<file path="src/verilog/ffd_pkg.sv">
// Package for the four-format instruction decoder: opcodes, field positions, decoded types.
`default_nettype none
package ffd_pkg;
    localparam int BYTE_W  = 8;
    localparam int REG_W   = 4;
    localparam int DISP_W  = 12;
    localparam int LEN_W   = 9;
    localparam int DLEN_W  = 5;
    localparam int INSN_W  = 48;
    localparam int CNT_W   = 3;

    // Field positions as MSB indices into the left-justified instruction image (bit 47 = MSB)
    localparam int FLD_OP_MSB     = 47;
    localparam int FLD_REG1_MSB   = 39;
    localparam int FLD_REG2_MSB   = 35;
    localparam int FLD_IMM_MSB    = 39;
    localparam int FLD_LEN_MSB    = 39;
    localparam int FLD_LEN1_MSB   = 39;
    localparam int FLD_LEN2_MSB   = 35;
    localparam int FLD_BASE1_MSB  = 31;
    localparam int FLD_DISP1_MSB  = 27;
    localparam int FLD_BASE2_MSB  = 15;
    localparam int FLD_DISP2_MSB  = 11;
    localparam int BASE_IDX_BIT   = 3;

    localparam logic [REG_W-1:0]  RX_PAD_VALUE = 4'h0;
    localparam logic [CNT_W-1:0]  LEN_REG = 3'h2;
    localparam logic [CNT_W-1:0]  LEN_RX  = 3'h4;
    localparam logic [CNT_W-1:0]  LEN_SI  = 3'h4;
    localparam logic [CNT_W-1:0]  LEN_SS  = 3'h6;
    localparam logic [CNT_W-1:0]  LEN_BAD = 3'h1;

    // Recognised codes in the order of ffd_op_e, grouped by layout
    localparam int NUM_OPS = 37;
    localparam logic [7:0] OPC_TABLE [NUM_OPS] = '{
        8'h07, 8'h0d, 8'h1a, 8'h1b,
        8'h40, 8'h47, 8'h48, 8'h49, 8'h4a, 8'h4b, 8'h4d,
        8'h81, 8'h83, 8'h91, 8'h92, 8'h94, 8'h95, 8'h96, 8'h99, 8'h9a, 8'h9b,
        8'hd0, 8'hd1, 8'hd2, 8'hd3, 8'hd5, 8'hdc, 8'hde,
        8'hf1, 8'hf2, 8'hf3, 8'hf8, 8'hf9, 8'hfa, 8'hfb, 8'hfc, 8'hfd};
    localparam int FIRST_RX = 4, FIRST_SI = 11, FIRST_SSL = 21, FIRST_SSD = 28;
    localparam logic [NUM_OPS-1:0] FIXED_MASK = 37'h3dc;

    typedef enum logic [2:0] {
        reg_reg_layout = 3'h0, reg_storage_layout = 3'h1, storage_imm_layout = 3'h2,
        ss_logical_layout = 3'h3, ss_decimal_layout = 3'h4, no_layout = 3'h7
    } ffd_layout_e;

    typedef enum logic [5:0] {
        branch_cond_reg_op, branch_link_reg_op, add_reg_op, sub_reg_op,
        store_half_op, branch_cond_storage_op, load_half_op, compare_half_op,
        add_half_op, sub_half_op, branch_link_storage_op,
        set_status_word_op, diagnostic_op, test_mask_op, move_immediate_op, and_immediate_op,
        compare_immediate_op, or_immediate_op, halt_proceed_op, test_io_branch_op, control_io_op,
        transfer_io_op, move_numeric_op, move_chars_op, move_zone_op, compare_chars_op,
        translate_op, edit_op,
        move_offset_op, pack_decimal_op, unpack_decimal_op, zero_add_decimal_op,
        compare_decimal_op, add_decimal_op, sub_decimal_op, mul_decimal_op, div_decimal_op,
        invalid_op
    } ffd_op_e;

    typedef enum logic [1:0] {
        dest_first_reg = 2'h0, dest_second_storage = 2'h1, dest_first_storage = 2'h2,
        dest_none = 2'h3
    } ffd_dest_e;

    typedef enum logic [1:0] {
        ST_OPCODE = 2'b00, ST_FETCH = 2'b01, ST_HOLD = 2'b11
    } ffd_state_e;

    typedef struct packed {
        ffd_op_e     op;
        ffd_layout_e layout;
        logic        fixed_point;
        logic        valid;
    } ffd_class_s;

    typedef struct packed {
        logic [BYTE_W-1:0] opcode;
        ffd_op_e           op;
        ffd_layout_e       layout;
        logic              invalid;
        logic              fixed_point;
        logic              pad_error;
        ffd_dest_e         dest;
        logic              gr_preserved;
        logic              second_in_storage;
        logic [REG_W-1:0]  first_reg_designator;
        logic [REG_W-1:0]  second_reg_designator;
        logic [REG_W-1:0]  first_base_field;
        logic [DISP_W-1:0] first_displacement_field;
        logic              first_indexed;
        logic [REG_W-1:0]  second_base_field;
        logic [DISP_W-1:0] second_displacement_field;
        logic              second_indexed;
        logic [BYTE_W-1:0] immediate_byte_field;
        logic [BYTE_W-1:0] length_field;
        logic [LEN_W-1:0]  operand_bytes;
        logic [REG_W-1:0]  first_length_code;
        logic [REG_W-1:0]  second_length_code;
        logic [DLEN_W-1:0] first_operand_bytes;
        logic [DLEN_W-1:0] second_operand_bytes;
    } ffd_decode_s;
endpackage
`default_nettype wire

</file>
<file path="src/verilog/ffd_decoder.sv">
// Four-format instruction decoder: assembles instruction bytes and decodes fields and class.
// Operation
// - Five layouts covering thirty-seven operations.
// - First byte selects operation and layout.
// - Logical storage-storage length from second byte.
// - Fixed-point only in register layouts.
// - Register-register designators in bits 8-15.
// - Fixed-point register result to first register.
// - Recognise four register-register codes.
// - Register-storage fields: register, zero pad, base, displacement.
// - Storage address from base and displacement.
// - Register result, except store halfword to storage.
// - Recognise seven register-storage codes.
// - Immediate first operand one storage byte.
// - Immediate second operand is instruction byte.
// - Immediate result overwrites first storage byte.
// - Recognise ten storage-immediate codes.
// - Logical shared length, up to 256 bytes.
// - Operand length equals field plus one.
// - Logical writes first field, registers untouched.
// - Recognise seven logical storage-storage codes.
// - Decimal two length codes, 1 to 16 bytes.
// - Decimal replaces first field; overlap allowed.
// - Recognise nine decimal codes.
// - Base high bit selects indexing.
`default_nettype none
module ffd_decoder (
    input  wire logic                  sys_clk,
    input  wire logic                  resetn,
    input  wire logic                  fetch_valid,
    input  wire logic [ffd_pkg::BYTE_W-1:0] fetch_byte,
    output logic                       fetch_ready,
    output logic                       dec_valid,
    input  wire logic                  exec_ready,
    output ffd_pkg::ffd_decode_s       dec,
    output logic [ffd_pkg::CNT_W-1:0]  insn_bytes
);
    import ffd_pkg::*;

    typedef struct packed {
        ffd_state_e        state;
        logic [INSN_W-1:0] image;
        logic [CNT_W-1:0]  count;
        logic [CNT_W-1:0]  need;
        ffd_decode_s       out;
    } ffd_regs_s;

    ffd_regs_s r;
    ffd_regs_s next_r;

    // Table lookup: the layout follows from the group a code sits in
    function automatic ffd_class_s classify(input logic [BYTE_W-1:0] opc);
        ffd_class_s c;
        c = '{op: invalid_op, layout: no_layout, fixed_point: 1'b0, valid: 1'b0};
        for (int k = 0; k < NUM_OPS; k++) begin
            if (opc == OPC_TABLE[k]) begin
                c.op          = ffd_op_e'(k);
                c.valid       = 1'b1;
                c.fixed_point = FIXED_MASK[k];
                c.layout      = (k < FIRST_RX)  ? reg_reg_layout :
                                (k < FIRST_SI)  ? reg_storage_layout :
                                (k < FIRST_SSL) ? storage_imm_layout :
                                (k < FIRST_SSD) ? ss_logical_layout : ss_decimal_layout;
            end
        end
        // Fixed-point can only come out of the register layouts
        if (c.layout != reg_reg_layout && c.layout != reg_storage_layout) begin
            c.fixed_point = 1'b0;
        end
        return c;
    endfunction

    function automatic logic [CNT_W-1:0] length_of(input ffd_layout_e lay);
        logic [CNT_W-1:0] n;
        n = LEN_BAD;
        unique case (lay)
            reg_reg_layout:     n = LEN_REG;
            reg_storage_layout: n = LEN_RX;
            storage_imm_layout: n = LEN_SI;
            ss_logical_layout,
            ss_decimal_layout:  n = LEN_SS;
            default:            n = LEN_BAD;
        endcase
        return n;
    endfunction

    // Used for both base fields
    function automatic logic is_indexed(input logic [REG_W-1:0] base);
        return base[BASE_IDX_BIT];
    endfunction

    // Pure field decode of a complete, left-justified instruction image
    function automatic ffd_decode_s decode(input logic [INSN_W-1:0] img);
        ffd_decode_s d;
        ffd_class_s  c;
        d = '0;
        d.opcode = img[FLD_OP_MSB -: BYTE_W];
        c = classify(d.opcode);
        d.op          = c.op;
        d.layout      = c.layout;
        d.invalid     = !c.valid;
        d.fixed_point = c.fixed_point;
        d.dest        = dest_none;
        unique case (c.layout)
            reg_reg_layout: begin
                d.first_reg_designator  = img[FLD_REG1_MSB -: REG_W];
                d.second_reg_designator = img[FLD_REG2_MSB -: REG_W];
                // Branches on this layout write nothing back to a register operand
                d.dest = c.fixed_point ? dest_first_reg : dest_none;
            end
            reg_storage_layout: begin
                d.first_reg_designator     = img[FLD_REG1_MSB -: REG_W];
                d.pad_error                = img[FLD_REG2_MSB -: REG_W] != RX_PAD_VALUE;
                d.second_base_field        = img[FLD_BASE1_MSB -: REG_W];
                d.second_displacement_field = img[FLD_DISP1_MSB -: DISP_W];
                d.second_indexed           = is_indexed(img[FLD_BASE1_MSB -: REG_W]);
                d.second_in_storage        = 1'b1;
                d.dest = (c.op == store_half_op) ? dest_second_storage : dest_first_reg;
            end
            storage_imm_layout: begin
                d.immediate_byte_field     = img[FLD_IMM_MSB -: BYTE_W];
                d.first_base_field         = img[FLD_BASE1_MSB -: REG_W];
                d.first_displacement_field = img[FLD_DISP1_MSB -: DISP_W];
                d.first_indexed            = is_indexed(img[FLD_BASE1_MSB -: REG_W]);
                d.operand_bytes            = LEN_W'(1);
                d.dest                     = dest_first_storage;
            end
            ss_logical_layout, ss_decimal_layout: begin
                d.length_field              = img[FLD_LEN_MSB -: BYTE_W];
                d.first_base_field          = img[FLD_BASE1_MSB -: REG_W];
                d.first_displacement_field  = img[FLD_DISP1_MSB -: DISP_W];
                d.first_indexed             = is_indexed(img[FLD_BASE1_MSB -: REG_W]);
                d.second_base_field         = img[FLD_BASE2_MSB -: REG_W];
                d.second_displacement_field = img[FLD_DISP2_MSB -: DISP_W];
                d.second_indexed            = is_indexed(img[FLD_BASE2_MSB -: REG_W]);
                d.second_in_storage         = 1'b1;
                d.gr_preserved              = 1'b1;
                d.dest                      = dest_first_storage;
                if (c.layout == ss_logical_layout) begin
                    // One length serves both operands, counted beyond the leftmost byte
                    d.operand_bytes = {1'b0, img[FLD_LEN_MSB -: BYTE_W]} + LEN_W'(1);
                end else begin
                    d.first_length_code    = img[FLD_LEN1_MSB -: REG_W];
                    d.second_length_code   = img[FLD_LEN2_MSB -: REG_W];
                    d.first_operand_bytes  = {1'b0, img[FLD_LEN1_MSB -: REG_W]} + DLEN_W'(1);
                    d.second_operand_bytes = {1'b0, img[FLD_LEN2_MSB -: REG_W]} + DLEN_W'(1);
                end
            end
            default: begin
                d.dest = dest_none;
            end
        endcase
        return d;
    endfunction

    ffd_class_s  head_class;
    logic        take_byte;
    logic [CNT_W-1:0] head_need;
    logic [INSN_W-1:0] merged;

    always_comb begin
        head_class = classify(fetch_byte);
        head_need  = length_of(head_class.layout);
        take_byte  = fetch_valid && fetch_ready;
        merged     = r.image;
        // Byte k of the instruction lands at image bits [47-8k -: 8]
        merged[INSN_W-1 - BYTE_W*int'(r.count) -: BYTE_W] = fetch_byte;
    end

    always_comb begin
        next_r = r;
        unique case (r.state)
            ST_OPCODE: begin
                if (take_byte) begin
                    next_r.image = '0;
                    next_r.image[FLD_OP_MSB -: BYTE_W] = fetch_byte;
                    next_r.count = CNT_W'(1);
                    next_r.need  = head_need;
                    // An unknown code is answered at once; no operand bytes are taken for it
                    if (!head_class.valid) begin
                        next_r.out   = decode({fetch_byte, (INSN_W-BYTE_W)'(0)});
                        next_r.state = ST_HOLD;
                    end else begin
                        next_r.state = ST_FETCH;
                    end
                end
            end
            ST_FETCH: begin
                if (take_byte) begin
                    next_r.image = merged;
                    next_r.count = r.count + CNT_W'(1);
                    if (r.count + CNT_W'(1) == r.need) begin
                        next_r.out   = decode(merged);
                        next_r.state = ST_HOLD;
                    end
                end
            end
            ST_HOLD: begin
                if (exec_ready) begin
                    next_r.state = ST_OPCODE;
                    next_r.count = '0;
                end
            end
            default: begin
                next_r.state = ST_OPCODE;
            end
        endcase
    end

    always_ff @(posedge sys_clk or negedge resetn) begin
        if (!resetn) begin
            r <= '0;
        end else begin
            r <= next_r;
        end
    end

    // Fetch stalls while a decoded instruction waits for execution control
    assign fetch_ready = (r.state != ST_HOLD);
    assign dec_valid   = (r.state == ST_HOLD);
    assign dec         = r.out;
    assign insn_bytes  = r.need;

endmodule // ffd_decoder
`default_nettype wire

</file>
<file path="config.mk">
export PLATFORM = sky130hd
export DESIGN_NAME = ffd_decoder
export DESIGN_NICKNAME = d
export VERILOG_FILES = /design/src/verilog/ffd_pkg.sv /design/src/verilog/ffd_decoder.sv
export SDC_FILE = /design/constraint.sdc
export NUM_CORES = 1
export LEC_CHECK = 0
export BUFFER_PORTS_ARGS = -buffer_cell sky130_fd_sc_hd__buf_2
export CELL_PAD_IN_SITES_DETAIL_PLACEMENT = 0
export CELL_PAD_IN_SITES_GLOBAL_PLACEMENT = 1
export CORE_AREA = 8 8 149 151
export CTS_BUF_LIST = sky130_fd_sc_hd__clkbuf_16
export DETAILED_ROUTE_END_ITERATION = 8
export DIE_AREA = 0 0 157 159
export HOLD_SLACK_MARGIN = 0.06
export PLACE_DENSITY = 0.84
export RECOVER_POWER = 100
export SYNTH_ARGS = -nofsm -noshare
export SYNTH_HDL_FRONTEND = slang
export SYNTH_SLANG_ARGS = --single-unit
</file>
<file path="constraint.sdc">
create_clock -name sys_clk -period 5.3 [get_ports sys_clk]
set_clock_uncertainty 0.2 [all_clocks]
set_input_delay 0.53 -clock sys_clk [delete_from_list [all_inputs] [get_ports sys_clk]]
set_output_delay 0.53 -clock sys_clk [all_outputs]
set_load 0.03 [all_outputs]
</file>
Word level (Yosys, flattened, before mapping)
Cells that the tools add are included.
{"block": "word_totals", "mem_count": 0, "romBits": 0, "word_cells": 291, "reg_bits": 165, "ram_bits": 0, "inputBits": 12, "output_inout_bits": 114, "latchBits": 0}
{"block": "op_classes", "reduce_logical": 28, "div_mod_pow": 0, "n_lt_le_gt_ge": 0, "bitwise": 0, "mul": 0, "n_shift": 2, "eq_ne": 99, "add_sub_neg": 6, "mux": 128}
{"operator": "two-way mux 11 bit", "count": 80}
{"operator": "== test 8 bit, second input constant", "count": 52}
{"operator": "two-way mux 109 bit", "count": 3}
{"operator": "case mux 109 bit (2 select lines)", "count": 1}
{"operator": "two-way mux 165 bit", "count": 1}
{"operator": "== test 8 x 7 -> 1 bit, second input constant", "count": 14}
{"operator": "case mux 48 bit (2 select lines)", "count": 1}
{"operator": "variable shift 8 x 33 -> 55 bit, first input constant", "count": 1}
{"operator": "indexed part select 8 x 33 -> 55 bit", "count": 1}
{"operator": "two-way mux 53 bit", "count": 1}
{"operator": "bitwise mux 48 bit", "count": 1}
{"operator": "two-way mux 18 bit", "count": 2}
{"operator": "case mux 9 bit (2 select lines)", "count": 2}
{"operator": "case mux 17 bit (2 select lines)", "count": 1}
{"operator": "negation 7 -> 33 bit", "count": 1}
{"operator": "== test 8 x 5 -> 1 bit, second input constant", "count": 4}
{"operator": "== test 3 x 2 -> 1 bit, second input constant", "count": 6}
{"operator": "case mux 2 bit (3 select lines)", "count": 3}
{"operator": "case mux 3 bit (3 select lines)", "count": 2}
{"operator": "two-way mux 17 bit", "count": 1}
{"operator": "== test 8 x 3 -> 1 bit, second input constant", "count": 2}
{"operator": "== test 8 x 4 -> 1 bit, second input constant", "count": 2}
{"operator": "two-way mux 1 bit", "count": 16}
{"operator": "two-way mux 8 bit", "count": 2}
{"operator": "31 further kinds", "count": 63}

Longest topological paths before layout
Gate-level depths: netlist of run 1.
{"block": "logic_depth", "depth_word": 56, "depth_mapped": 14}

Least setup slack after synthesis of run 1
Ideal clock, no wire load.
{"block": "synth_path", "path_type": "register to register", "from": "register r[113] (netlist bit)", "to": "register r (netlist bit dec[91])", "required_time_ns": 5.018, "stages_incl_launch_ff": 14, "arrival_ns": 3.044, "setup_time_ns": 0.082, "path_buffers": 4, "path_slack_ns": 1.974, "path_cell_list": "dfrtp_1 -> buf_2 -> clkbuf_1 -> inv_1 -> ha_1 -> nor3b_4 -> buf_6 -> buf_6 -> mux2i_1 -> o221ai_1 -> o31ai_1 -> nand3_1 -> or3_4 -> o22ai_2"}
{"block": "synth_via", "elab_chain_len": 49}
{"item": "from (decl)", "line": "ffd_decoder.sv:48", "source": "ffd_regs_s r;"}
{"item": "from (signal assigned)", "line": "ffd_decoder.sv:214", "source": "r <= next_r;"}
{"item": "subtractor 6 x 6 -> 7 bit", "line": "ffd_decoder.sv:167", "source": "merged[INSN_W-1 - BYTE_W*int'(r.count) -: BYTE_W] = fetch_byte;"}
{"item": "negation 7 -> 33 bit", "line": "ffd_decoder.sv:167"}
{"item": "indexed part select 8 x 33 -> 55 bit or variable shift 8 x 33 -> 55 bit (tied branches)", "line": "ffd_decoder.sv:167"}
{"item": "bitwise mux 48 bit", "line": "ffd_decoder.sv:167"}
{"item": "== test 8 x 3 -> 1 bit", "line": "ffd_decoder.sv:56", "source": "if (opc == OPC_TABLE[k]) begin"}
{"item": "two-way mux 11 bit (37 in series)", "line": "ffd_decoder.sv:56"}
{"item": "two-way mux 11 bit", "line": "ffd_decoder.sv:192", "source": "if (r.count + CNT_W'(1) == r.need) begin"}
{"item": "two-way mux 11 bit", "line": "ffd_decoder.sv:189", "source": "if (take_byte) begin"}
{"item": "two-way mux 11 bit", "line": "ffd_decoder.sv:172", "source": "unique case (r.state)"}
{"item": "zero test 1 bit", "line": "ffd_decoder.sv:101", "source": "d.invalid = !c.valid;"}
{"item": "two-way mux 109 bit", "line": "ffd_decoder.sv:192"}
{"item": "two-way mux 109 bit", "line": "ffd_decoder.sv:189"}
{"item": "case mux 109 bit (2 select lines)", "line": "ffd_decoder.sv:172"}
Several ways; a longest one is shown, not always the timed one. The select of a mux whose other input is x is not followed.
A chain may end at the register's enable or synchronous reset.

Final worst setup path of run 1
{"block": "layout_path", "from": "register r[112] (netlist bit)", "to": "register r (netlist bit dec[85])"}
{"block": "layout_via", "elab_chain_len": 51}
{"item": "subtractor 6 x 6 -> 7 bit", "line": "ffd_decoder.sv:167"}
{"item": "negation 7 -> 33 bit", "line": "ffd_decoder.sv:167"}
{"item": "indexed part select 8 x 33 -> 55 bit or variable shift 8 x 33 -> 55 bit (tied branches)", "line": "ffd_decoder.sv:167"}
{"item": "bitwise mux 48 bit", "line": "ffd_decoder.sv:167"}
{"item": "== test 8 x 3 -> 1 bit", "line": "ffd_decoder.sv:56"}
{"item": "two-way mux 11 bit (37 in series)", "line": "ffd_decoder.sv:56"}
{"item": "two-way mux 11 bit", "line": "ffd_decoder.sv:192"}
{"item": "two-way mux 11 bit", "line": "ffd_decoder.sv:189"}
{"item": "two-way mux 11 bit", "line": "ffd_decoder.sv:172"}
{"item": "== test 3 x 2 -> 1 bit (tied with other cells)", "line": "ffd_decoder.sv:104", "source": "unique case (c.layout)"}
{"item": "OR reduction 3 bit (no line)"}
{"item": "two-way mux 1 bit", "line": "ffd_decoder.sv:104"}
{"item": "two-way mux 109 bit", "line": "ffd_decoder.sv:192"}
{"item": "two-way mux 109 bit", "line": "ffd_decoder.sv:189"}
{"item": "case mux 109 bit (2 select lines)", "line": "ffd_decoder.sv:172"}
Several ways; a longest one is shown, not always the timed one. The select of a mux whose other input is x is not followed.

==> metrics.yaml, run 1 <==
run_status:
  status: "finished, violations left"
  violations: "max-capacitance violations, max-slew violations"
drt:
  drtAntennaViolNets: 0
  drt_iter0_markers: 690
  drt-vias-per-instance: 6.06
  drtPass1Iterations: 5
  drt-total-wl_um: 27900
  wire_per_inst_um: 22.4
  via_count: 7547
  drc: 0
layout:
  final_nets: 981
  final_area_um2: 9860
  final_cell_mix: "dfrtp_1 (163), clkbuf_1 (121), nand2_1 (100), o21ai_0 (72), nor2_1 (54)"
  multiInputGateArea_um2: 4190
  area_delta_synth_final_pct: 3.15
  regArea_um2: 4080
  layout.cells.non_filler: 1245
  final_common_cell: "dfrtp_1"
  drive_gt1_share_pct: 8.82
  fillers: 1965
  antenna_cells: 0
  finish.utilization_pct: 49.7
floorplanning:
  dieArea_um2: 25000
  die_w_um: 157
  dieHeight_um: 159
  io-pin-count: 126
  rows: 52
  initial_core_util_pct: 48.2
  core-area_um2: 19800
global_route:
  grt_pass1_vias: 7402
  grt_antenna_before_repair: 0
  grt_max_degree: 71
  grt_overflow: 0
  grt_pass1_wl_um: 43600
  gr-usage-all-layers_pct: 22.2
sta:
  setup_viol: 0
  hold_viol_final: 0
  max_slew_margin_pct: -75.3
  post-route-period-util_pct: 84.7
  slew_violations: 151
  worst_pin_slew_ps: 2630
  clock.fmax_mhz: 223
  setup_tns_ps: 0
  post-route-min-period_ps: 4490
  grt_setup_unrepaired: "no"
  whs_ps: 162
hold_path:
  hp-start: "exec_ready"
  hold_depth: 2
  min_to: "r[163]"
  min_path_type: "in2reg"
logic_synthesis:
  ys_ff_latch: 163
  syn_area_per_cell_um2: 9.80
  syn_nets: 995
  ys_seq_area_share_pct: 42.7
  synthCells: 976
  ys.flop_type: "dfrtp_1"
  synth_edf_count: 0
  async_flop_share_pct: 100
  syn_area_um2: 9560
  yosys_warnings: 0
  yosysUniqueCellTypes: 94
run:
  maxCapViolations: 3
clock_network:
  cts_buffers: 17
  cts_tree: "done"
  h-tree-depth: 4
  cts_root_buffer: "clkbuf_16"
  clk_pin_slew_ps: 70
  clockBufferDepth: 2
  clk_latency_ps: 430
  cts_sinks: 163
placed_design:
  place_inst: 1212
  dp_hpwl_um: 19600
  gp_congestion: 0.933
  io_buffer_count: 125
  dpl-instance-area_um2: 9530
setup_path:
  crit_type: "reg2reg"
  start_kind: "flip-flop"
  critPathArrivalTime_ps: 4580
  worstPathRequired_ps: 5390
  cp-startpoint: "r[112]"
  crit_path_end_kind: "flip-flop"
  critical_path.max_fanout: 23
  worst_r2r_path_depth: 10
  regToRegEndpoint: "dec[85]"
  rrSetupSlack_ps: 810
  timing.rr.start: "r[112]"
pwr:
  ir_worst_vdd_mv: 0.282
  p_leak_nw: 4.35
  p_per_area_nw_per_um2: 528
==> where the power goes <==
part | switching, W | total (W) | leakage [nW] | internal [W]
sequential | 0.000229 | 0.00171 | 2.20 | 0.00148
clock | 0.000562 | 0.00122 | 0.278 | 0.000661
combinational | 0.00156 | 0.00228 | 1.87 | 0.000720
total | 0.00235 | 0.00521 | 4.35 | 0.00286
==> worst max-delay path, cell delays in order (launching register included) <==
cell and delay [ps]:
dfrtp_1 620, inv_1 200, ha_1 210, nor3b_4 520
clkbuf_1 560, nand2_1 150, o32ai_1 640, o31a_2 420
or2_1 440, nor2_1 100, o41ai_1 290
==> stage by stage <==
step	setup WS [ps]	power, W
after floorplan	1970	0.00352
after global placement	1180	0.00404
after detailed placement	1040	0.00405
after CTS	1030	0.00528
after global routing	563	0.00550
final	811	0.00521
==> cells in the mapped netlist, drive strengths merged (7+ instances only) <==
master  number  share of area [%]
a21o        24                1.9
a21oi       40                2.2
a22o        39                3.6
a22oi        8               0.63
a32o        40                4.2
and2         7               0.46
buf        140                 11
clkbuf      39                1.5
dfrtp      163                 43
ha           7               0.92
inv         12               0.47
mux2i       33                3.5
nand2      100                3.9
nand2b      12               0.79
nand3       19               0.99
nor2        55                2.2
nor2b        8               0.52
nor3        10               0.52
nor4bb       8               0.84
o21ai       77                4.5
o22ai       19                1.4
or3          9               0.69
==> worst max path at each step <==
| stage | end | slack (ps) | cells after the start |
|---|---|---|---|
| floorplan | dec[91] | 1970 | 13 |
| global placement | dec[61] | 1180 | 9 |
| detailed placement | dec[63] | 1040 | 9 |
| CTS | dec[63] | 1030 | 9 |
| global route | dec[91] | 560 | 10 |
| finish | dec[85] | 810 | 10 |
==> cell families (layout without fill, tap and decap cells) <==
logic type,Yosys count,after routing,share of synthesized area [%]
muxes,37,37,3.93
adders and majority gates,7,7,0.916
xor gates and xnor gates,11,11,1.16
AOI/OAI and AO/OA,301,301,24.1
DFF,163,163,42.7
and+or+nand+nor,266,266,14.5
buffers and inverters,191,190,12.7
==> flip-flops by register name, indices dropped and copies added (netlist names) <==
signal and flops:
r 53, dec 107, insn_bytes 3
==> metal layers <==
metal / routed length (um) / track usage [%] / vias to the layer above
li1: - / - / 3431
met1: 12900 / 31.1 / 3773
met2: 12500 / 33.6 / 305
met3: 2030 / 4.99 / 38
met4: 556 / 6.56 / 0
met5: 0 / 0 / -
==> layout make-up <==
class	count	share of cell area (%)
Multi-Input combinational cell	622	42.5
Sequential cell	163	41.4
Timing Repair Buffer	146	6.47
Clock buffer	17	4.31
Tap cell	270	3.43
Clock inverter	15	1.50
Inverter	12	0.457
==> timing repair <==
action,in CTS,in global routing
buffers inserted,0,0
endpoints found under the hold margin,68,0
hold buffers,1,0
gates resized for setup,0,0
Power figures use the tool's default switching activity.
==> inputs of run 2 (changes only) <==
--- a/config.mk
+++ b/config.mk
@@ -5,15 +5,16 @@
 export SDC_FILE = /design/constraint.sdc
 export NUM_CORES = 1
 export LEC_CHECK = 0
+export ABC_AREA = 1
 export BUFFER_PORTS_ARGS = -buffer_cell sky130_fd_sc_hd__buf_2
 export CELL_PAD_IN_SITES_DETAIL_PLACEMENT = 0
 export CELL_PAD_IN_SITES_GLOBAL_PLACEMENT = 1
-export CORE_AREA = 8 8 149 151
+export CORE_AREA = 8 8 159 161
 export CTS_BUF_LIST = sky130_fd_sc_hd__clkbuf_16
 export DETAILED_ROUTE_END_ITERATION = 8
-export DIE_AREA = 0 0 157 159
+export DIE_AREA = 0 0 167 169
 export HOLD_SLACK_MARGIN = 0.06
-export PLACE_DENSITY = 0.84
+export PLACE_DENSITY = 0.78
 export RECOVER_POWER = 100
 export SYNTH_ARGS = -nofsm -noshare
 export SYNTH_HDL_FRONTEND = slang
==> constraint.sdc (replaced) <==
create_clock -name sys_clk -period 4.5 [get_ports sys_clk]
set_clock_uncertainty 0.2 [all_clocks]
set_input_delay 0.45 -clock sys_clk [delete_from_list [all_inputs] [get_ports sys_clk]]
set_output_delay 0.45 -clock sys_clk [all_outputs]
set_load 0.03 [all_outputs]
==> run 2 against run 1 <==
Against the previous run:
- the run ends with design-rule violations, max-capacitance violations, max-slew violations left
- core utilization down 5.9 points
- critical path depth down 3
- sequential power up 14%
- sequential cell count unchanged
- synthesized area up 0.21%
- register-to-register slack worse by 150 ps
- critical path type is now in2reg
- largest power group unchanged
==> metrics.yaml, run 2 <==
sta:
  setup_viol: 0
  worst_pin_slew_ps: 2590
  hold_viol_final: 0
  post-route-period-util_pct: 89.4
  slew_violations: 165
  fin_ws_ps: 477
  grt_setup_unrepaired: "no"
  setup_tns_ps: 0
  post-route-min-period_ps: 4020
  clock.fmax_mhz: 249
  max_slew_margin_pct: -72.8
global_route:
  grt_overflow: 0
  grt_max_degree: 101
  gr-usage-all-layers_pct: 19.1
  grt_antenna_before_repair: 0
  grt_pass1_vias: 7755
  grt_pass1_wl_um: 43100
layout:
  final_nets: 1228
  largest_register_ffs: 107
  final_area_um2: 10000
  fillers: 2356
  layout.cells.non_filler: 1512
  final_common_cell: "nand2_1"
  antenna_cells: 0
  finish.utilization_pct: 43.8
  final_cell_mix: "nand2_1 (325), dfrtp_1 (163), clkbuf_1 (117), o21ai_0 (112), inv_1 (105)"
  area_delta_synth_final_pct: 4.69
  drive_gt1_share_pct: 9.41
pwr:
  ir_worst_vdd_mv: 0.405
  p_per_area_nw_per_um2: 629
  p_leak_nw: 4.66
logic_synthesis:
  ys.flop_type: "dfrtp_1"
  synth_top_area_share_pct: 42.6
  syn_nets: 1231
  synthTopCellsByArea: "dfrtp_1 (43%), nand2_1 (13%), buf_4 (8.9%)"
  yosysUniqueCellTypes: 52
  synthCells: 1212
  ys_ff_latch: 163
  yosysMostFrequentCell: "nand2_1"
  synth_common_cells: "nand2_1 (324), dfrtp_1 (163), buf_4 (113)"
  syn_area_per_cell_um2: 7.91
  syn_area_um2: 9580
  synth.largest_area_cell: "dfrtp_1"
  async_flop_share_pct: 100
  synth_edf_count: 0
  yosys_warnings: 0
  ys_seq_area_share_pct: 42.6
clock_network:
  cts_setup_buffers: 0
  cts_tree: "done"
  clockBufferDepth: 2
  cts_root_buffer: "clkbuf_16"
  clk_pin_slew_ps: 70
  clk_latency_ps: 430
  post_cts_resized: 0
  postCtsHoldBufs: 2
  cts_sinks: 163
  cts_buffers: 17
  h-tree-depth: 4
run_status:
  violations: "design-rule violations, max-capacitance violations, max-slew violations"
  status: "finished, violations left"
drt:
  drt_iter0_markers: 747
  drtPass1Iterations: 9
  drt-vias-per-instance: 5.19
  drt-total-wl_um: 27000
  drtAntennaViolNets: 0
  via_count: 7853
  drc: 6
  wire_per_inst_um: 17.9
floorplanning:
  dieArea_um2: 28200
  rows: 56
  core-area_um2: 22900
  io-pin-count: 126
  die_w_um: 167
  dieHeight_um: 169
  initial_core_util_pct: 41.8
placed_design:
  gp_congestion: 0.877
  dpl-instance-area_um2: 9590
  place_inst: 1478
  dp_hpwl_um: 19700
  io_buffer_count: 125
  place_ws_ps: 744
setup_path:
  worstPathRequired_ps: 4570
  crit_path_end_kind: "flip-flop"
  max_stage_delay_ps: 1190
  start_kind: "primary input"
  cp_slowest_cell: "nor2_1"
  critPathTopFamily: "buffers and inverters"
  crit_type: "in2reg"
  crit_buf_inv: 3
  crit_chain: "clkbuf_1 -> inv_1 -> nor2_1 -> nand3_4 -> clkbuf_2 -> nand2_1 -> o31ai_4"
  critPathArrivalTime_ps: 4090
  critical_path.max_fanout: 63
hold_path:
  min_path_type: "reg2reg"
run:
  maxCapViolations: 3
## run 2: cell count changes in the layout (fill, tap and decap cells not counted), sizes merged, moves of 26 or more
cell,change
nand2,+240
inv,+110
o21ai,+44
nor2,+43
nand3,+41
a22o,-37
a32o,-37
mux2i,-33
a21oi,-26
## run 2: routing by layer
metal	part of all wire, %	up-vias	track usage [%]	routed length (um)
li1	-	3850	-	-
met1	48	3743	25.8	12900
met2	45	236	30.7	12300
met3	5.6	24	3.94	1510
met4	1.3	0	5.33	362
met5	0	-	0	0
## run 2: logic make-up after synthesis
group                    synth area share [%]
AO/OA/AOI/OAI                            16.1
flip-flops                               42.6
AND/OR/NAND/NOR                          24.1
XOR/XNOR                                0.274
adder cells (fa/ha/maj)                 0.914
buffers and inverters                    16.1
## run 2: metrics by stage
step,hold WS [ps],total power (W)
finish,281,0.00631
global route,298,0.00673
CTS,221,0.00638
detailed placement,262,0.00491
global placement,256,0.00491
floorplan,-45.6,0.00430
## run 2: worst paths after layout
check / startpoint / end / slack, ps / depth (start not counted)
max: fetch_valid / dec[65] / 480 / 7
min: r[154] / r[154] / 280 / 2
max reg2reg: r[113] / dec[88] / 660 / 19
min reg2reg: r[154] / r[154] / 280 / 2
max in group asynchronous: resetn / dec[101] / 1420 / 2
min in group asynchronous: resetn / dec[52] / 1130 / 2
## run 2: area by class of cell
| cell class | count | area, um^2 | share of cell area [%] |
|---|---|---|---|
| sequential | 163 | 4080 | 40.7 |
| clock buffer | 17 | 425 | 4.24 |
| multi-input combinational | 769 | 3970 | 39.6 |
| clock inverter | 15 | 161 | 1.61 |
| inverter | 122 | 465 | 4.64 |
| timing repair buffer | 136 | 569 | 5.68 |
| tap | 290 | 363 | 3.62 |
## run 2: where the power goes
| group | switching, W | internal (W) | leakage, nW |
|---|---|---|---|
| sequential | 0.000174 | 0.00178 | 2.20 |
| combinational | 0.00218 | 0.000711 | 2.18 |
| clock | 0.000713 | 0.000747 | 0.283 |
## run 2: worst reg2reg max path, cell delays in order, from the launching register on
cell	delay, ps
dfrtp_1	480
ha_1	410
nor2_1	250
nand2_1	150
nand2_1	100
nand2_1	130
nand2_4	170
nor2_1	110
o21a_1	200
nor2_1	130
nand2_1	100
nor2_4	310
nand2_2	390
nor2_1	260
nand3_1	110
nand2_1	80
inv_1	50
nand4_1	60
nand2_1	60
inv_1	50
